## src/shared/emdp_consts.svh

```systemverilog
// Offsets, field positions, reset values and codes of the EA decode block.
// Assumes inclusion by the core module only, once.
`ifndef EMDP_CONSTS_SVH
`define EMDP_CONSTS_SVH
// APB byte offsets
`define EMDP_OFF_SW 8'h00
`define EMDP_OFF_CCB 8'h04
`define EMDP_OFF_VTB 8'h08
`define EMDP_OFF_CACHE_CONTROL_REG 8'h0C
`define EMDP_OFF_ACCESS_CONTROL_REG_0 8'h10
`define EMDP_OFF_ACCESS_CONTROL_REG_1 8'h14
`define EMDP_OFF_DSTAT 8'h18
`define EMDP_GPR_BASE 2'h1
// Status word, vector base, cache and access control fields and reset values
`define EMDP_SW_S 13
`define EMDP_SW_RST 16'h2700
`define EMDP_VTB_LSB 20
`define EMDP_CACHE_CONTROL_REG_EN 31
`define EMDP_ACR_EN 15
`define EMDP_CACHE_CONTROL_REG_RST 32'h0000_0000
`define EMDP_ACR_RST 32'h0000_0000
// Mode field codes
`define EMDP_M_DREG 3'h0
`define EMDP_M_AREG 3'h1
`define EMDP_M_IND 3'h2
`define EMDP_M_PINC 3'h3
`define EMDP_M_PDEC 3'h4
`define EMDP_M_D16 3'h5
`define EMDP_M_IDX 3'h6
`define EMDP_M_EXT 3'h7
// Sub-codes under the extended mode
`define EMDP_X_ABSW 3'h0
`define EMDP_X_ABSL 3'h1
`define EMDP_X_PCD 3'h2
`define EMDP_X_PCX 3'h3
`define EMDP_X_IMM 3'h4
// Count of supported multiply-accumulate instructions
`define EMDP_MAC_CNT 4'h9
`endif

```

## src/shared/emdp_pkg.sv

```systemverilog
// Types shared by the EA decode and privilege block.
// Assumes the constants header is on the include path.
`default_nettype none
package emdp_pkg;
	typedef enum logic [3:0] {
		ACC_DREG, ACC_AREG, ACC_IND, ACC_PINC, ACC_PDEC, ACC_D16,
		ACC_IDX, ACC_ABSW, ACC_ABSL, ACC_PCD, ACC_PCX, ACC_IMM, ACC_ILL
	} emdp_acc_t;
	typedef enum logic [1:0] {SZ_BYTE, SZ_WORD, SZ_LONG, SZ_BIT} emdp_size_t;
	typedef enum logic [2:0] {
		OP_GEN, OP_BCD, OP_BITFLD, OP_ROT, OP_DBRA, OP_MUL64, OP_MAC
	} emdp_op_t;
	typedef struct packed {
		logic valid;
		logic [2:0] mode;
		logic [2:0] regf;
		emdp_size_t size;
		emdp_op_t op;
		logic [3:0] mac_sel;
		logic [31:0] imm;
		logic [3:0] idx_sel;
	} emdp_dreq_t;
	typedef struct packed {
		logic valid;
		emdp_acc_t acc;
		logic [2:0] regno;
		logic [1:0] ext_words;
		logic illegal;
		logic unsupported;
		logic [31:0] imm_ext;
		logic [31:0] idx_val;
	} emdp_dres_t;
	typedef struct packed {
		logic entry;
		logic [7:0] vector;
		logic return_from_exception;
		logic [15:0] rte_sw;
		logic [31:0] fetch_addr;
	} emdp_exc_t;
	typedef struct packed {
		logic supervisor;
		logic push_valid;
		logic [15:0] push_sw;
		logic flush;
		logic [31:0] vector_addr;
		logic cache_en;
		logic noncacheable;
		logic priv_viol;
	} emdp_priv_t;
endpackage
`default_nettype wire

```

## src/rtl/emdp_core.sv

```systemverilog
// EA mode decoder and privilege state with an APB register slave.
// Assumes all non-APB inputs come from logic on pclk.
//
// What this block does
// - Mode 111: short, long absolute, immediate
// - Modes 000/001: data or address register direct
// - Modes 010-101: indirect, postinc, predec, displacement
// - Mode 110: indexed indirect, 8-bit displacement
// - Mode 111 sub 010/011: PC relative forms
// - Exception entry pushes status, then sets supervisor
// - Supervisor flag change by status write or return flushes fetch pipeline; exception entry does not
// - Vector base keeps upper 12 bits only
// - Condition byte user-visible; control byte supervisor-only
// - Sixteen 32-bit registers, any usable as index
// - Five supervisor registers need a privileged APB access (pprot[0])
// - Cache enable; two noncacheable address windows
// - Bit, byte, word, longword operand sizes
// - Two's complement arithmetic, signed extension available
// - Drop removed instruction classes; nine MAC ops
// - Supervisor flag sets privilege; changers are privileged
`include "emdp_consts.svh"
`default_nettype none
module emdp_core (
	// Clock and reset
	input wire logic pclk,
	input wire logic presetn,
	// APB slave
	input wire logic psel,
	input wire logic penable,
	input wire logic pwrite,
	input wire logic [7:0] paddr,
	input wire logic [31:0] pwdata,
	input wire logic [2:0] pprot,
	output logic [31:0] prdata,
	output logic pready,
	output logic pslverr,
	// Decode request and result
	input wire emdp_pkg::emdp_dreq_t dreq,
	output emdp_pkg::emdp_dres_t dres,
	// Exception events and privilege state
	input wire emdp_pkg::emdp_exc_t exc,
	output emdp_pkg::emdp_priv_t priv
);
	import emdp_pkg::*;

	typedef struct packed {
		logic [15:0] sw;
		logic [11:0] vtb;
		logic [31:0] cache_control_reg;
		logic [31:0] access_control_reg_0;
		logic [31:0] access_control_reg_1;
		logic [15:0][31:0] gpr;
		emdp_dres_t dec;
		emdp_priv_t po;
		logic pready;
		logic pslverr;
		logic [31:0] prdata;
	} emdp_state_t;

	emdp_state_t s_r;
	emdp_state_t s_nxt;

	// Address window match of one access control register
	function automatic logic acr_hit(input logic [31:0] acr, input logic [31:0] a);
		acr_hit = acr[`EMDP_ACR_EN] && (((a[31:24] ^ acr[31:24]) & ~acr[23:16]) == 8'h00);
	endfunction

	logic setup;
	logic done;
	logic is_priv;
	logic gpr_hit;
	logic [3:0] gpr_idx;
	logic sup_only;
	logic mapped;
	logic [31:0] rd;
	logic [15:0] sw_new;
	logic sw_chg;

	// APB phase and address decode
	always_comb begin
		setup = psel && !penable;
		done = psel && penable && s_r.pready;
		is_priv = pprot[0];
		gpr_hit = (paddr[7:6] == `EMDP_GPR_BASE) && (paddr[1:0] == 2'h0);
		gpr_idx = paddr[5:2];
		// Defaults: user-visible and mapped
		sup_only = 1'b0;
		mapped = 1'b1;
		rd = 32'h0000_0000;
		// Read mux; supervisor-only offsets marked for refusal
		if (gpr_hit) begin
			rd = s_r.gpr[gpr_idx];
		end else begin
			unique case (paddr)
				`EMDP_OFF_SW: begin
					rd = {16'h0000, s_r.sw};
					sup_only = 1'b1;
				end
				`EMDP_OFF_CCB: begin
					rd = {24'h00_0000, s_r.sw[7:0]};
				end
				`EMDP_OFF_VTB: begin
					rd = {s_r.vtb, 20'h0_0000};
					sup_only = 1'b1;
				end
				`EMDP_OFF_CACHE_CONTROL_REG: begin
					rd = s_r.cache_control_reg;
					sup_only = 1'b1;
				end
				`EMDP_OFF_ACCESS_CONTROL_REG_0: begin
					rd = s_r.access_control_reg_0;
					sup_only = 1'b1;
				end
				`EMDP_OFF_ACCESS_CONTROL_REG_1: begin
					rd = s_r.access_control_reg_1;
					sup_only = 1'b1;
				end
				`EMDP_OFF_DSTAT: begin
					rd = {21'h00_0000, s_r.dec.unsupported, s_r.dec.illegal,
						s_r.dec.ext_words, s_r.dec.regno, s_r.dec.acc};
				end
				default: begin
					mapped = 1'b0;
				end
			endcase
		end
	end

	// Next state of the whole block
	always_comb begin
		s_nxt = s_r;
		s_nxt.pready = setup;
		s_nxt.pslverr = 1'b0;
		s_nxt.prdata = 32'h0000_0000;
		// One-cycle pulses drop unless raised below
		s_nxt.po.push_valid = 1'b0;
		s_nxt.po.flush = 1'b0;
		s_nxt.po.priv_viol = 1'b0;
		// Status candidate, applied once after all sources
		sw_new = s_r.sw;
		sw_chg = 1'b0;

		// Setup cycle: answer prepared, supervisor-only regs refused to user
		if (setup) begin
			s_nxt.pslverr = !mapped || (sup_only && !is_priv);
			s_nxt.prdata = (mapped && !(sup_only && !is_priv) && !pwrite) ? rd : 32'h0000_0000;
			s_nxt.po.priv_viol = mapped && sup_only && !is_priv;
		end

		// Access cycle: writes take effect
		if (done && pwrite && !s_r.pslverr) begin
			if (gpr_hit) begin
				s_nxt.gpr[gpr_idx] = pwdata;
			end else begin
				unique case (paddr)
					`EMDP_OFF_SW: begin
						sw_new = pwdata[15:0];
						sw_chg = 1'b1;
					end
					`EMDP_OFF_CCB: begin
						sw_new = {s_r.sw[15:8], pwdata[7:0]};
						sw_chg = 1'b1;
					end
					`EMDP_OFF_VTB: s_nxt.vtb = pwdata[31:`EMDP_VTB_LSB];
					`EMDP_OFF_CACHE_CONTROL_REG: s_nxt.cache_control_reg = pwdata;
					`EMDP_OFF_ACCESS_CONTROL_REG_0: s_nxt.access_control_reg_0 = pwdata;
					`EMDP_OFF_ACCESS_CONTROL_REG_1: s_nxt.access_control_reg_1 = pwdata;
					default: begin
					end
				endcase
			end
		end

		// Return from exception only in supervisor mode
		if (exc.return_from_exception) begin
			if (s_r.sw[`EMDP_SW_S]) begin
				sw_new = exc.rte_sw;
				sw_chg = 1'b1;
			end else begin
				s_nxt.po.priv_viol = 1'b1;
			end
		end

		// Status update and flush on supervisor flag change
		if (sw_chg) begin
			s_nxt.sw = sw_new;
			s_nxt.po.flush = sw_new[`EMDP_SW_S] != s_r.sw[`EMDP_SW_S];
		end

		// Exception entry wins: push old status, then supervisor
		if (exc.entry) begin
			s_nxt.po.push_valid = 1'b1;
			s_nxt.po.push_sw = s_r.sw;
			s_nxt.sw = s_r.sw;
			s_nxt.sw[`EMDP_SW_S] = 1'b1;
			s_nxt.po.flush = 1'b0;
			s_nxt.po.vector_addr = {s_r.vtb, 10'h000, exc.vector, 2'h0};
		end
		s_nxt.po.supervisor = s_nxt.sw[`EMDP_SW_S];

		// Cache enable and noncacheable windows
		s_nxt.po.cache_en = s_r.cache_control_reg[`EMDP_CACHE_CONTROL_REG_EN];
		s_nxt.po.noncacheable = acr_hit(s_r.access_control_reg_0, exc.fetch_addr) ||
			acr_hit(s_r.access_control_reg_1, exc.fetch_addr);

		// Effective address decode
		s_nxt.dec.valid = dreq.valid;
		if (dreq.valid) begin
			// Defaults before the mode decode
			s_nxt.dec.regno = dreq.regf;
			s_nxt.dec.ext_words = 2'h0;
			s_nxt.dec.acc = ACC_ILL;
			unique case (dreq.mode)
				`EMDP_M_DREG: s_nxt.dec.acc = ACC_DREG;
				`EMDP_M_AREG: s_nxt.dec.acc = ACC_AREG;
				`EMDP_M_IND: s_nxt.dec.acc = ACC_IND;
				`EMDP_M_PINC: s_nxt.dec.acc = ACC_PINC;
				`EMDP_M_PDEC: s_nxt.dec.acc = ACC_PDEC;
				`EMDP_M_D16: begin
					s_nxt.dec.acc = ACC_D16;
					s_nxt.dec.ext_words = 2'h1;
				end
				`EMDP_M_IDX: begin
					s_nxt.dec.acc = ACC_IDX;
					s_nxt.dec.ext_words = 2'h1;
				end
				`EMDP_M_EXT: begin
					s_nxt.dec.regno = 3'h0;
					unique case (dreq.regf)
						`EMDP_X_ABSW: begin
							s_nxt.dec.acc = ACC_ABSW;
							s_nxt.dec.ext_words = 2'h1;
						end
						`EMDP_X_ABSL: begin
							s_nxt.dec.acc = ACC_ABSL;
							s_nxt.dec.ext_words = 2'h2;
						end
						`EMDP_X_PCD: begin
							s_nxt.dec.acc = ACC_PCD;
							s_nxt.dec.ext_words = 2'h1;
						end
						`EMDP_X_PCX: begin
							s_nxt.dec.acc = ACC_PCX;
							s_nxt.dec.ext_words = 2'h1;
						end
						`EMDP_X_IMM: begin
							s_nxt.dec.acc = ACC_IMM;
							s_nxt.dec.ext_words = (dreq.size == SZ_LONG) ? 2'h2 : 2'h1;
						end
						default: s_nxt.dec.acc = ACC_ILL;
					endcase
				end
				default: s_nxt.dec.acc = ACC_ILL;
			endcase
			// Illegal forms carry no register or extension words
			s_nxt.dec.illegal = s_nxt.dec.acc == ACC_ILL;
			if (s_nxt.dec.illegal) begin
				s_nxt.dec.regno = 3'h0;
				s_nxt.dec.ext_words = 2'h0;
			end
			// Removed classes and MAC selector range
			unique case (dreq.op)
				OP_GEN: s_nxt.dec.unsupported = 1'b0;
				OP_MAC: s_nxt.dec.unsupported = dreq.mac_sel >= `EMDP_MAC_CNT;
				default: s_nxt.dec.unsupported = 1'b1;
			endcase
			// Two's complement extension by operand size
			unique case (dreq.size)
				SZ_BYTE: s_nxt.dec.imm_ext = {{24{dreq.imm[7]}}, dreq.imm[7:0]};
				SZ_WORD: s_nxt.dec.imm_ext = {{16{dreq.imm[15]}}, dreq.imm[15:0]};
				SZ_LONG: s_nxt.dec.imm_ext = dreq.imm;
				SZ_BIT: s_nxt.dec.imm_ext = {31'h0000_0000, dreq.imm[0]};
			endcase
			// Index register as held at the request edge
			s_nxt.dec.idx_val = s_r.gpr[dreq.idx_sel];
		end
	end

	// State register
	always_ff @(posedge pclk or negedge presetn) begin
		if (!presetn) begin
			s_r <= '0;
			s_r.sw <= `EMDP_SW_RST;
			s_r.cache_control_reg <= `EMDP_CACHE_CONTROL_REG_RST;
			s_r.access_control_reg_0 <= `EMDP_ACR_RST;
			s_r.access_control_reg_1 <= `EMDP_ACR_RST;
			// Core starts privileged, matching the status reset
			s_r.po.supervisor <= 1'b1;
		end else begin
			s_r <= s_nxt;
		end
	end

	// Outputs straight from the state register
	assign prdata = s_r.prdata;
	assign pready = s_r.pready;
	assign pslverr = s_r.pslverr;
	assign dres = s_r.dec;
	assign priv = s_r.po;
endmodule
`default_nettype wire

```

## config.mk

```make
export PLATFORM = sky130hd
export DESIGN_NAME = emdp_core
export DESIGN_NICKNAME = d
export VERILOG_FILES = /design/src/shared/emdp_pkg.sv /design/src/rtl/emdp_core.sv
export VERILOG_INCLUDE_DIRS = /design/src /design/src/shared
export SDC_FILE = /design/constraint.sdc
export NUM_CORES = 1
export LEC_CHECK = 0
export BUFFER_PORTS_ARGS = -buffer_cell sky130_fd_sc_hd__buf_2
export CORE_MARGIN = 2
export CORE_UTILIZATION = 52
export CTS_CLUSTER_DIAMETER = 100
export CTS_CLUSTER_SIZE = 28
export DETAILED_ROUTE_END_ITERATION = 10
export PLACE_DENSITY_LB_ADDON = 0.25
export SYNTH_ARGS = -nofsm -noshare
export SYNTH_HDL_FRONTEND = slang
export SYNTH_SLANG_ARGS = --single-unit
```

## constraint.sdc

```tcl
create_clock -name pclk -period 2.3 [get_ports pclk]
set_clock_uncertainty 0.05 [all_clocks]
set_input_delay 0.23 -clock pclk [delete_from_list [all_inputs] [get_ports pclk]]
set_output_delay 0.23 -clock pclk [all_outputs]
set_load 0.01 [all_outputs]
```

# Yosys cells after proc, flatten, opt, wreduce, memory -nomap -nowiden
# Index checks and enable logic that the tools add are counted.
dict set report word_totals {
  register_bits 787
}
dict set report op_classes {
  muxes 42
  order_cmp 4
  reduce_logical 42
  bitwise_logic 8
  n_eq_ne 24
}
# op n
set op_table {}
lappend op_table {{bitwise mux 512 bit} 1}
lappend op_table {{binary-select mux 32 bit (select 4 bit)} 2}
lappend op_table {{one-hot mux 32 bit (7 select lines)} 1}
lappend op_table {{two-way mux 32 bit} 5}
lappend op_table {{demux 32 bit (select 4 bit)} 1}
lappend op_table {{one-hot mux 32 bit (4 select lines)} 1}
lappend op_table {{two-way mux 16 bit} 4}
lappend op_table {{two-way mux 50 bit} 1}
lappend op_table {{two-way mux 33 bit} 1}
lappend op_table {{one-hot mux 16 bit (2 select lines)} 1}
lappend op_table {{one-hot mux 4 bit (8 select lines)} 1}
lappend op_table {{two-way mux 14 bit} 2}
lappend op_table {{== test 8 x 5 -> 1 bit (second input constant)} 3}
lappend op_table {{zero test 8 bit} 3}
lappend op_table {{one-hot mux 4 bit (5 select lines)} 1}
lappend op_table {{== test 3 bit (second input constant)} 6}
lappend op_table {{AND 8 bit} 2}
lappend op_table {{== test 8 x 4 -> 1 bit (second input constant)} 2}
lappend op_table {{inverter 8 bit} 2}
lappend op_table {{XOR 8 bit} 2}
lappend op_table {{logical AND 1 bit} 14}
lappend op_table {{two-way mux 1 bit} 13}
lappend op_table {{== test 3 x 2 -> 1 bit (second input constant)} 4}
lappend op_table {{AND reduction 3 bit} 4}
lappend op_table {{27 further kinds} 43}

# Logic depth before layout (Yosys ltp)
# Gate-level depths: netlist (run 1).
dict set report logic_depth {
  word_depth 10
  ltp_mapped 9
}

# Worst setup path before layout (run 1)
# OpenSTA, ideal clock, no wires.
dict set report synth_timing {
  path_kind {input-to-reg}
  startpoint {in paddr[6]}
  endpoint {reg s_r[790] (netlist bit)}
  cell_stages 7
  path_slack_ns 0.001
  setup_ns 0.127
  required_time_ns 2.123
  arrival_time_ns 2.122
  n_path_buf 2
  path_cell_list {buf_6 > or4_4 > nor4_4 > nand3_1 > a21oi_2 > buf_4 > mux2_1}
}
dict set report synth_between {
  elab_chain_len 8
}
# element line
set synth_lines {}
lappend synth_lines {{start: declaration} emdp_core.sv:31} ;# input wire logic [7:0] paddr,
lappend synth_lines {{== test 8 x 3 -> 1 bit / zero test 8 bit (equally long branches)} emdp_core.sv:155} ;# unique case (paddr)
lappend synth_lines {{OR reduction 2 bit (no source line)} -}
lappend synth_lines {{two-way mux 1 bit} emdp_core.sv:155}
lappend synth_lines {{two-way mux 1 bit} emdp_core.sv:152} ;# if (gpr_hit) begin
lappend synth_lines {{two-way mux 1 bit} emdp_core.sv:151} ;# if (done && pwrite && !s_r.pslverr) begin
lappend synth_lines {{two-way mux 1 bit} emdp_core.sv:176} ;# if (s_r.sw[`EMDP_SW_S]) begin
lappend synth_lines {{two-way mux 1 bit} emdp_core.sv:175} ;# if (exc.return_from_exception) begin
lappend synth_lines {{AND reduction 2 bit (no source line)} -}
lappend synth_lines {{end signal: assignment} emdp_core.sv:290} ;# s_r <= s_nxt;
lappend synth_lines {{end: declaration} emdp_core.sv:60} ;# emdp_state_t s_r;
# Parallel ways exist; a longest one is shown, timed or not.
# A chain may end at the register's enable or synchronous reset.

# Worst setup path in the final report (run 1)
dict set report layout_timing {
  startpoint {reg s_r (netlist bit pready)}
  endpoint {reg s_r[550] (netlist bit)}
}
dict set report layout_between {
  elab_chain_len 4
}
# element line
set layout_lines {}
lappend layout_lines {{logical AND 1 bit} emdp_core.sv:82} ;# done = psel && penable && s_r.pready;
lappend layout_lines {{logical AND 1 bit (2 in a row)} emdp_core.sv:151}
lappend layout_lines {{AND reduction 2 bit (no source line)} -}
# No other way between the ends.

==> flow_summary.yaml, run 1 <==
global_route:
  antenna_found_initial: 6
  grt_pass1_vias: 28500
  track_usage: 0.315
  use_met3: 0.0643
  overflow: 0
  gr-usage-met2: 0.511
  grt_start_max_net_pins: 92
  top_usage_layer: "met2"
  grt_first_pass_wirelength_um: 185000
  gr-usage-met1: 0.420
power:
  finalPower_mw: 24.7
  leakage_nw: 21.5
  ir_worst_vdd_mv: 0.456
  pwr_density_cell_nw_per_um2: 540
clock_network:
  cts_setup_buffers: 0
  cts_root_buf: "clkbuf_16"
  cts.sinks: 787
  clockBufferDepth: 3
  clk_pin_slew_ns: 0.11
  htreeDepth: 2
  clock_latency_ns: 0.61
  cts_buffers: 35
  cts_tree: "yes"
drt:
  via_count: 27100
  wire_per_inst_um: 29.6
  totalWireLength_um: 125000
  ant_nets: 0
  remaining_drc_errors: 0
  viasPerCell: 6.41
  drt_iter0_drc: 2568
  drt_pass1_iterations: 5
sta:
  min_period_ns: 2.24
  hold_violations: 0
  slew_headroom: 0.446
  rsz0062_at_grt: "true"
  finalWorstSetupSlack_ns: 0.0554
  finalCritPeriodShare: 0.976
  slew_violations: 0
  finalSetupViolations: 0
  fmax_mhz: 446
  worst_pin_slew_ns: 0.811
logic_synthesis:
  synth_top_family_by_area: "multiplexers"
  synth_simple_gate_area_frac: 0.0354
  async_flop_share: 1.00
  synthAdderAreaFrac: 0
  synth-main-ff-cell: "dfrtp_1"
  synthesis.area_um2: 40200
  yosysSeqAreaShare: 0.490
  synthXorXnorAreaFrac: 0.00370
  synth-edff-count: 0
  synthDistinctLibCells: 61
  synth_compound_area_frac: 0.0575
  synthesis.instances: 2937
  avgSynthCellArea_um2: 13.7
  synth_warnings: 0
  synth.area.mux_share: 0.353
  ys_ff_latch: 787
floorplanning:
  initial_core_util: 0.528
  rows: 101
  ios: 322
  core_area_um2: 76200
  die_h_um: 282
  die_w_um: 282
  die-area_um2: 79500
setup_path:
  criticalPathCategory: "register to register"
  crit_arrival_ns: 2.67
  endpoint_kind: "register"
  start_kind: "register"
  required_ns: 2.73
  cp_max_fo: 14
place:
  dp_cells: 4103
  dpl_worst_slack_ns: -0.312
  gp_congestion: 0.876
  detailed_place_hpwl_um: 85000
  numPortBuffers: 283
worst_hold_path:
  hp-class: "input pin to register"
finish:
  regArea_um2: 19700
  syn_to_final_growth_pct: 13.6
  nets: 3334
  fillers: 5831
  multi_input_area_um2: 18300
  drive_above_1_share: 0.482
  fin_cells: 4220
flow_run:
  cap_viol_max_count: 0
outcome:
  outcome: "completed"
## critical path, stage by stage, from the launching register on
cell and delay (ns):
dfrtp_1 0.43, nand4_1 0.13, nor2_2 0.18, buf_12 0.18
nand4_1 0.14, buf_4 0.19, nor3_4 0.21, buf_12 0.23
mux2_2 0.36
## area by class of cell
| class | instances | share of cell area |
|---|---|---|
| timing repair buffer | 623 | 0.116 |
| inverter | 21 | 0.00173 |
| tap | 1030 | 0.0282 |
| clock buffer | 44 | 0.0209 |
| clock inverter | 5 | 0.00197 |
| antenna | 2 | 0.000110 |
| sequential | 787 | 0.431 |
| multi-input combinational | 1708 | 0.400 |
## final timing paths
check                                           start              endpoint  slack, ns  depth (start not counted)
worst min register to register  s_nxt[36]$_DFFE_PN0P_     priv[2]$_DFF_PN0_       0.44                          0
min in group asynchronous                     presetn  prdata[11]$_DFF_PN0_       0.11                          2
max in group asynchronous                     presetn  s_r[357]$_DFFE_PN0P_       1.12                          4
worst max-delay path                 pready$_DFF_PN0_  s_r[550]$_DFFE_PN0P_       0.06                          8
worst min-delay path                          exc[25]     priv[1]$_DFF_PN0_       0.02                          4
worst max register to register       pready$_DFF_PN0_  s_r[550]$_DFFE_PN0P_       0.06                          8
## metal layers
metal | up-vias | wire length (um)
li1 | 11200 | -
met1 | 14300 | 49900
met2 | 1331 | 59100
met3 | 293 | 10900
met4 | 2 | 4910
met5 | - | 13
## flip-flops by register name, indices dropped and copies added (netlist names)
signal	count
s_r	635
dres	76
pslverr	1
s_nxt	1
pready	1
prdata	32
priv	41
## where the power goes
group | total [mW] | switching (mW) | internal [mW]
clock network | 7.64 | 4.52 | 3.12
logic | 2.73 | 1.65 | 1.08
registers | 14.3 | 0.203 | 14.1
total | 24.7 | 6.37 | 18.3
## cell usage in the layout (no fill, tap or decap), types with 11 or more instances in the layout
master,count
a2111oi_0,13
a211oi_1,25
a21oi_1,81
a221oi_1,16
a22o_1,13
a22oi_1,14
a2bb2oi_1,15
buf_12,89
buf_2,276
buf_4,188
clkbuf_16,37
conb_1,12
dfrtp_1,783
dlygate4sd3_1,66
inv_1,21
mux2_2,676
mux2i_1,147
mux4_2,222
nand2_1,110
nand2b_1,40
nand3_1,24
nor2_1,43
nor2b_1,11
nor3_1,12
o21ai_0,34
o221ai_1,34
o22ai_1,47
xnor2_1,17
## cells in the mapped netlist, types with 5 or more instances
cell type  instances  area share
a211o_1            7      0.0015
buf_4            164       0.031
nor2b_1           12      0.0019
mux2_1            10      0.0028
nand2_1          112       0.010
nor2_1            53      0.0049
mux2i_1          147       0.037
a221oi_1          16      0.0035
a22oi_1           14      0.0026
clkbuf_1         148       0.014
a2111oi_0         13      0.0028
o22a_1             5      0.0011
inv_1             21      0.0020
dfrtp_1          783        0.49
a21oi_1           81       0.010
buf_1             43      0.0040
o21ai_0           34      0.0042
nor3_1            14      0.0017
xnor2_1           17      0.0037
nand3_1           28      0.0035
a22o_1            13      0.0028
a2bb2oi_1         15      0.0033
a31oi_1            5     0.00078
o22ai_1           47      0.0073
o221ai_1          34      0.0074
mux4_2           222        0.12
a211oi_1          25      0.0047
buf_2             76      0.0095
mux2_2           676        0.19
nor3_2             5      0.0012
nand2b_1          41      0.0064
## what timing repair did
item                                    4_1_cts  5_1_grt
endpoints found under the hold margin       466        0
resized for setup                             0        2
hold buffers                                 66        0
endpoints found under the setup margin        0      139
## cell families after synthesis
| kind of cell | Yosys count |
|---|---|
| flops | 787 |
| other cells | 1 |
| compound gates | 335 |
| mux | 1055 |
| xor+xnor | 17 |
| simple gates | 289 |
| buf+inv | 453 |
## through the flow
| stage | setup TNS (ns) | hold slack [ns] | utilization | cell area (um^2) |
|---|---|---|---|---|
| 2_1_floorplan | 0 | -0.116 | - | 40200 |
| 3_3_place_gp | -2.08 | 0.135 | 0.577 | 43900 |
| 3_5_place_dp | -2.58 | 0.157 | 0.577 | 43900 |
| 4_1_cts | 0 | 0.0000934 | 0.599 | 45700 |
| 5_1_grt | -0.00211 | 0.0208 | 0.599 | 45700 |
| 6_report | 0 | 0.0169 | 0.599 | 45700 |
No activity file was read; power rests on OpenSTA's default activity.
==> run 2, diff against run 1 <==
- BUFFER_PORTS_ARGS: -buffer_cell sky130_fd_sc_hd__buf_2 -> unset
- DONT_BUFFER_PORTS: unset -> 1
- MAX_ROUTING_LAYER: unset -> met4
- RECOVER_POWER: unset -> 25
==> run 2 against run 1 <==
Against the previous run: the run now ends with negative hold slack, max-slew violations left; cell count fell by 7.9%; flip-flop and latch count did not move; worst setup slack improved by 0.051 ns; clock power fell by 0.5%; global-route usage rose by 0.30 points; die area did not move; register-to-register slack improved by 0.05 ns; combinational power fell by 43%; total power fell by 4.5%; routed wire length fell by 1.7%; critical path type unchanged; highest routed layer is now met4.
==> flow_summary.yaml, run 2 (synthesis gave the netlist of run 1 again) <==
outcome:
  outcome: "finished with violations"
  violations: "negative hold slack, max-slew violations"
sta:
  finalCritPeriodShare: 0.954
  fmax_mhz: 456
  rsz0062_at_grt: "false"
  holdWs_ns: -0.730
  finalSetupViolations: 0
  worst_pin_slew_ns: 2.57
  min_period_ns: 2.19
  slew_headroom: -0.717
  slew_violations: 650
  hold_violations: 783
  finalSetupTns_ns: 0
  finalWorstSetupSlack_ns: 0.107
floorplanning:
  core_area_um2: 76200
  rows: 101
  die-area_um2: 79500
  ios: 322
  die_h_um: 282
  initial_core_util: 0.528
  die_w_um: 282
global_route:
  track_usage: 0.318
  antenna_found_initial: 14
  grt_first_pass_wirelength_um: 180000
  overflow: 0
  grt_pass1_vias: 26600
  grt_start_max_net_pins: 788
clock_network:
  cts_buffers: 34
  clock_latency_ns: 0.61
  cts_tree: "yes"
  clk_pin_slew_ns: 0.11
  htreeDepth: 2
  cts_root_buf: "clkbuf_16"
  clockBufferDepth: 3
  cts.sinks: 787
finish:
  largest_reg_flops: 635
  mostFrequentLayoutCells: "dfrtp_1, mux2_2, mux4_2"
  fin_area_um2: 43500
  final_util: 0.571
  final_common_cell: "dfrtp_1"
  syn_to_final_growth_pct: 8.24
  nets: 2990
  fin_cells: 3887
  drive_above_1_share: 0.393
  regMostFlops: "s_r"
place:
  gp_congestion: 0.878
  numPortBuffers: 0
  detailed_place_hpwl_um: 73300
  dpl_worst_slack_ns: 0.0662
  dp_cells: 3679
  placedInstanceArea_um2: 40900
setup_path:
  cp_max_fo: 3
  required_ns: 2.73
  criticalPathCategory: "register to register"
  crit_arrival_ns: 2.63
  critical_path.startpoint: "s_r[281]$_DFFE_PN0P_"
  start_kind: "register"
  endpoint_kind: "register"
  r2r_start: "s_r[281]$_DFFE_PN0P_"
drt:
  ant_nets: 0
  viasPerCell: 6.69
  remaining_drc_errors: 0
  wire_per_inst_um: 31.5
  drt_pass1_iterations: 6
  totalWireLength_um: 123000
  drt_iter0_drc: 2719
  via_count: 26000
flow_run:
  cap_viol_max_count: 0
power:
  ir_worst_vdd_mv: 0.521
  leakage_nw: 19.7
  pwr_density_cell_nw_per_um2: 541
  finalPower_mw: 23.5
worst_hold_path:
  hp-class: "input pin to asynchronous set/reset pin"
-- run 2: cell count changes in the layout (fill, tap and decap cells not counted), moves of 2 or more --
cell / previous run / this run
buf_8: 2 / 0
buf_12: 89 / 49
diode_2: 2 / 13
buf_4: 188 / 85
dlygate4sd3_1: 66 / 143
buf_2: 276 / 0
buf_16: 0 / 3
clkinv_8: 3 / 1
-- run 2: final cells by class --
| type | instances | area (um^2) |
|---|---|---|
| Antenna cell | 13 | 32.5 |
| Clock buffer | 45 | 966 |
| Inverter | 21 | 78.8 |
| Fill cell | 5986 | 32700 |
| Clock inverter | 3 | 55.1 |
| Timing Repair Buffer | 280 | 3130 |
| Multi-Input combinational cell | 1708 | 18300 |
| Sequential cell | 787 | 19700 |
| Tap cell | 1030 | 1290 |
-- run 2: per-layer routing --
layer	track usage	vias up	wire [um]
li1	-	10500	-
met1	0.416	14000	49100
met2	0.491	1254	57600
met3	0.0785	242	11900
met4	0.0979	0	3970
met5	-	-	0
-- run 2: repair_timing --
action	4_1_cts	5_1_grt
hold buffers	145	2
gates resized for setup	0	1
hold endpoints to repair	1565	789
setup endpoints to repair	0	7
setup buffers	0	0
-- run 2: power breakdown --
group	leakage, nW	internal [mW]	total, mW	switching [mW]
clock	0.497	3.12	7.60	4.48
combinational	8.39	0.755	1.55	0.797
sequential	10.8	14.1	14.4	0.315
total	19.7	18.0	23.5	5.59
-- run 2: final timing paths --
| kind | to | slack [ns] | depth (start not counted) |
|---|---|---|---|
| setup / recovery | prdata[21]$_DFF_PN0_ | 0.11 | 6 |
| hold / removal | dres[52]$_DFFE_PN0P_ | -0.73 | 0 |
| setup reg to reg | prdata[21]$_DFF_PN0_ | 0.11 | 6 |
| hold reg to reg | priv[2]$_DFF_PN0_ | 0.42 | 0 |
| max in group asynchronous | priv[52]$_DFF_PN0_ | 0.91 | 0 |
| min in group pclk | dres[11]$_DFFE_PN0P_ | 0.02 | 3 |
-- run 2: worst max-delay path, cell delays in order, from the launching register on --
cell       delay [ns]
dfrtp_1          0.42
mux4_2           0.48
nand2_1          0.08
a21oi_1          0.06
a2111oi_0        0.67
buf_4            0.25
nor3_1           0.06
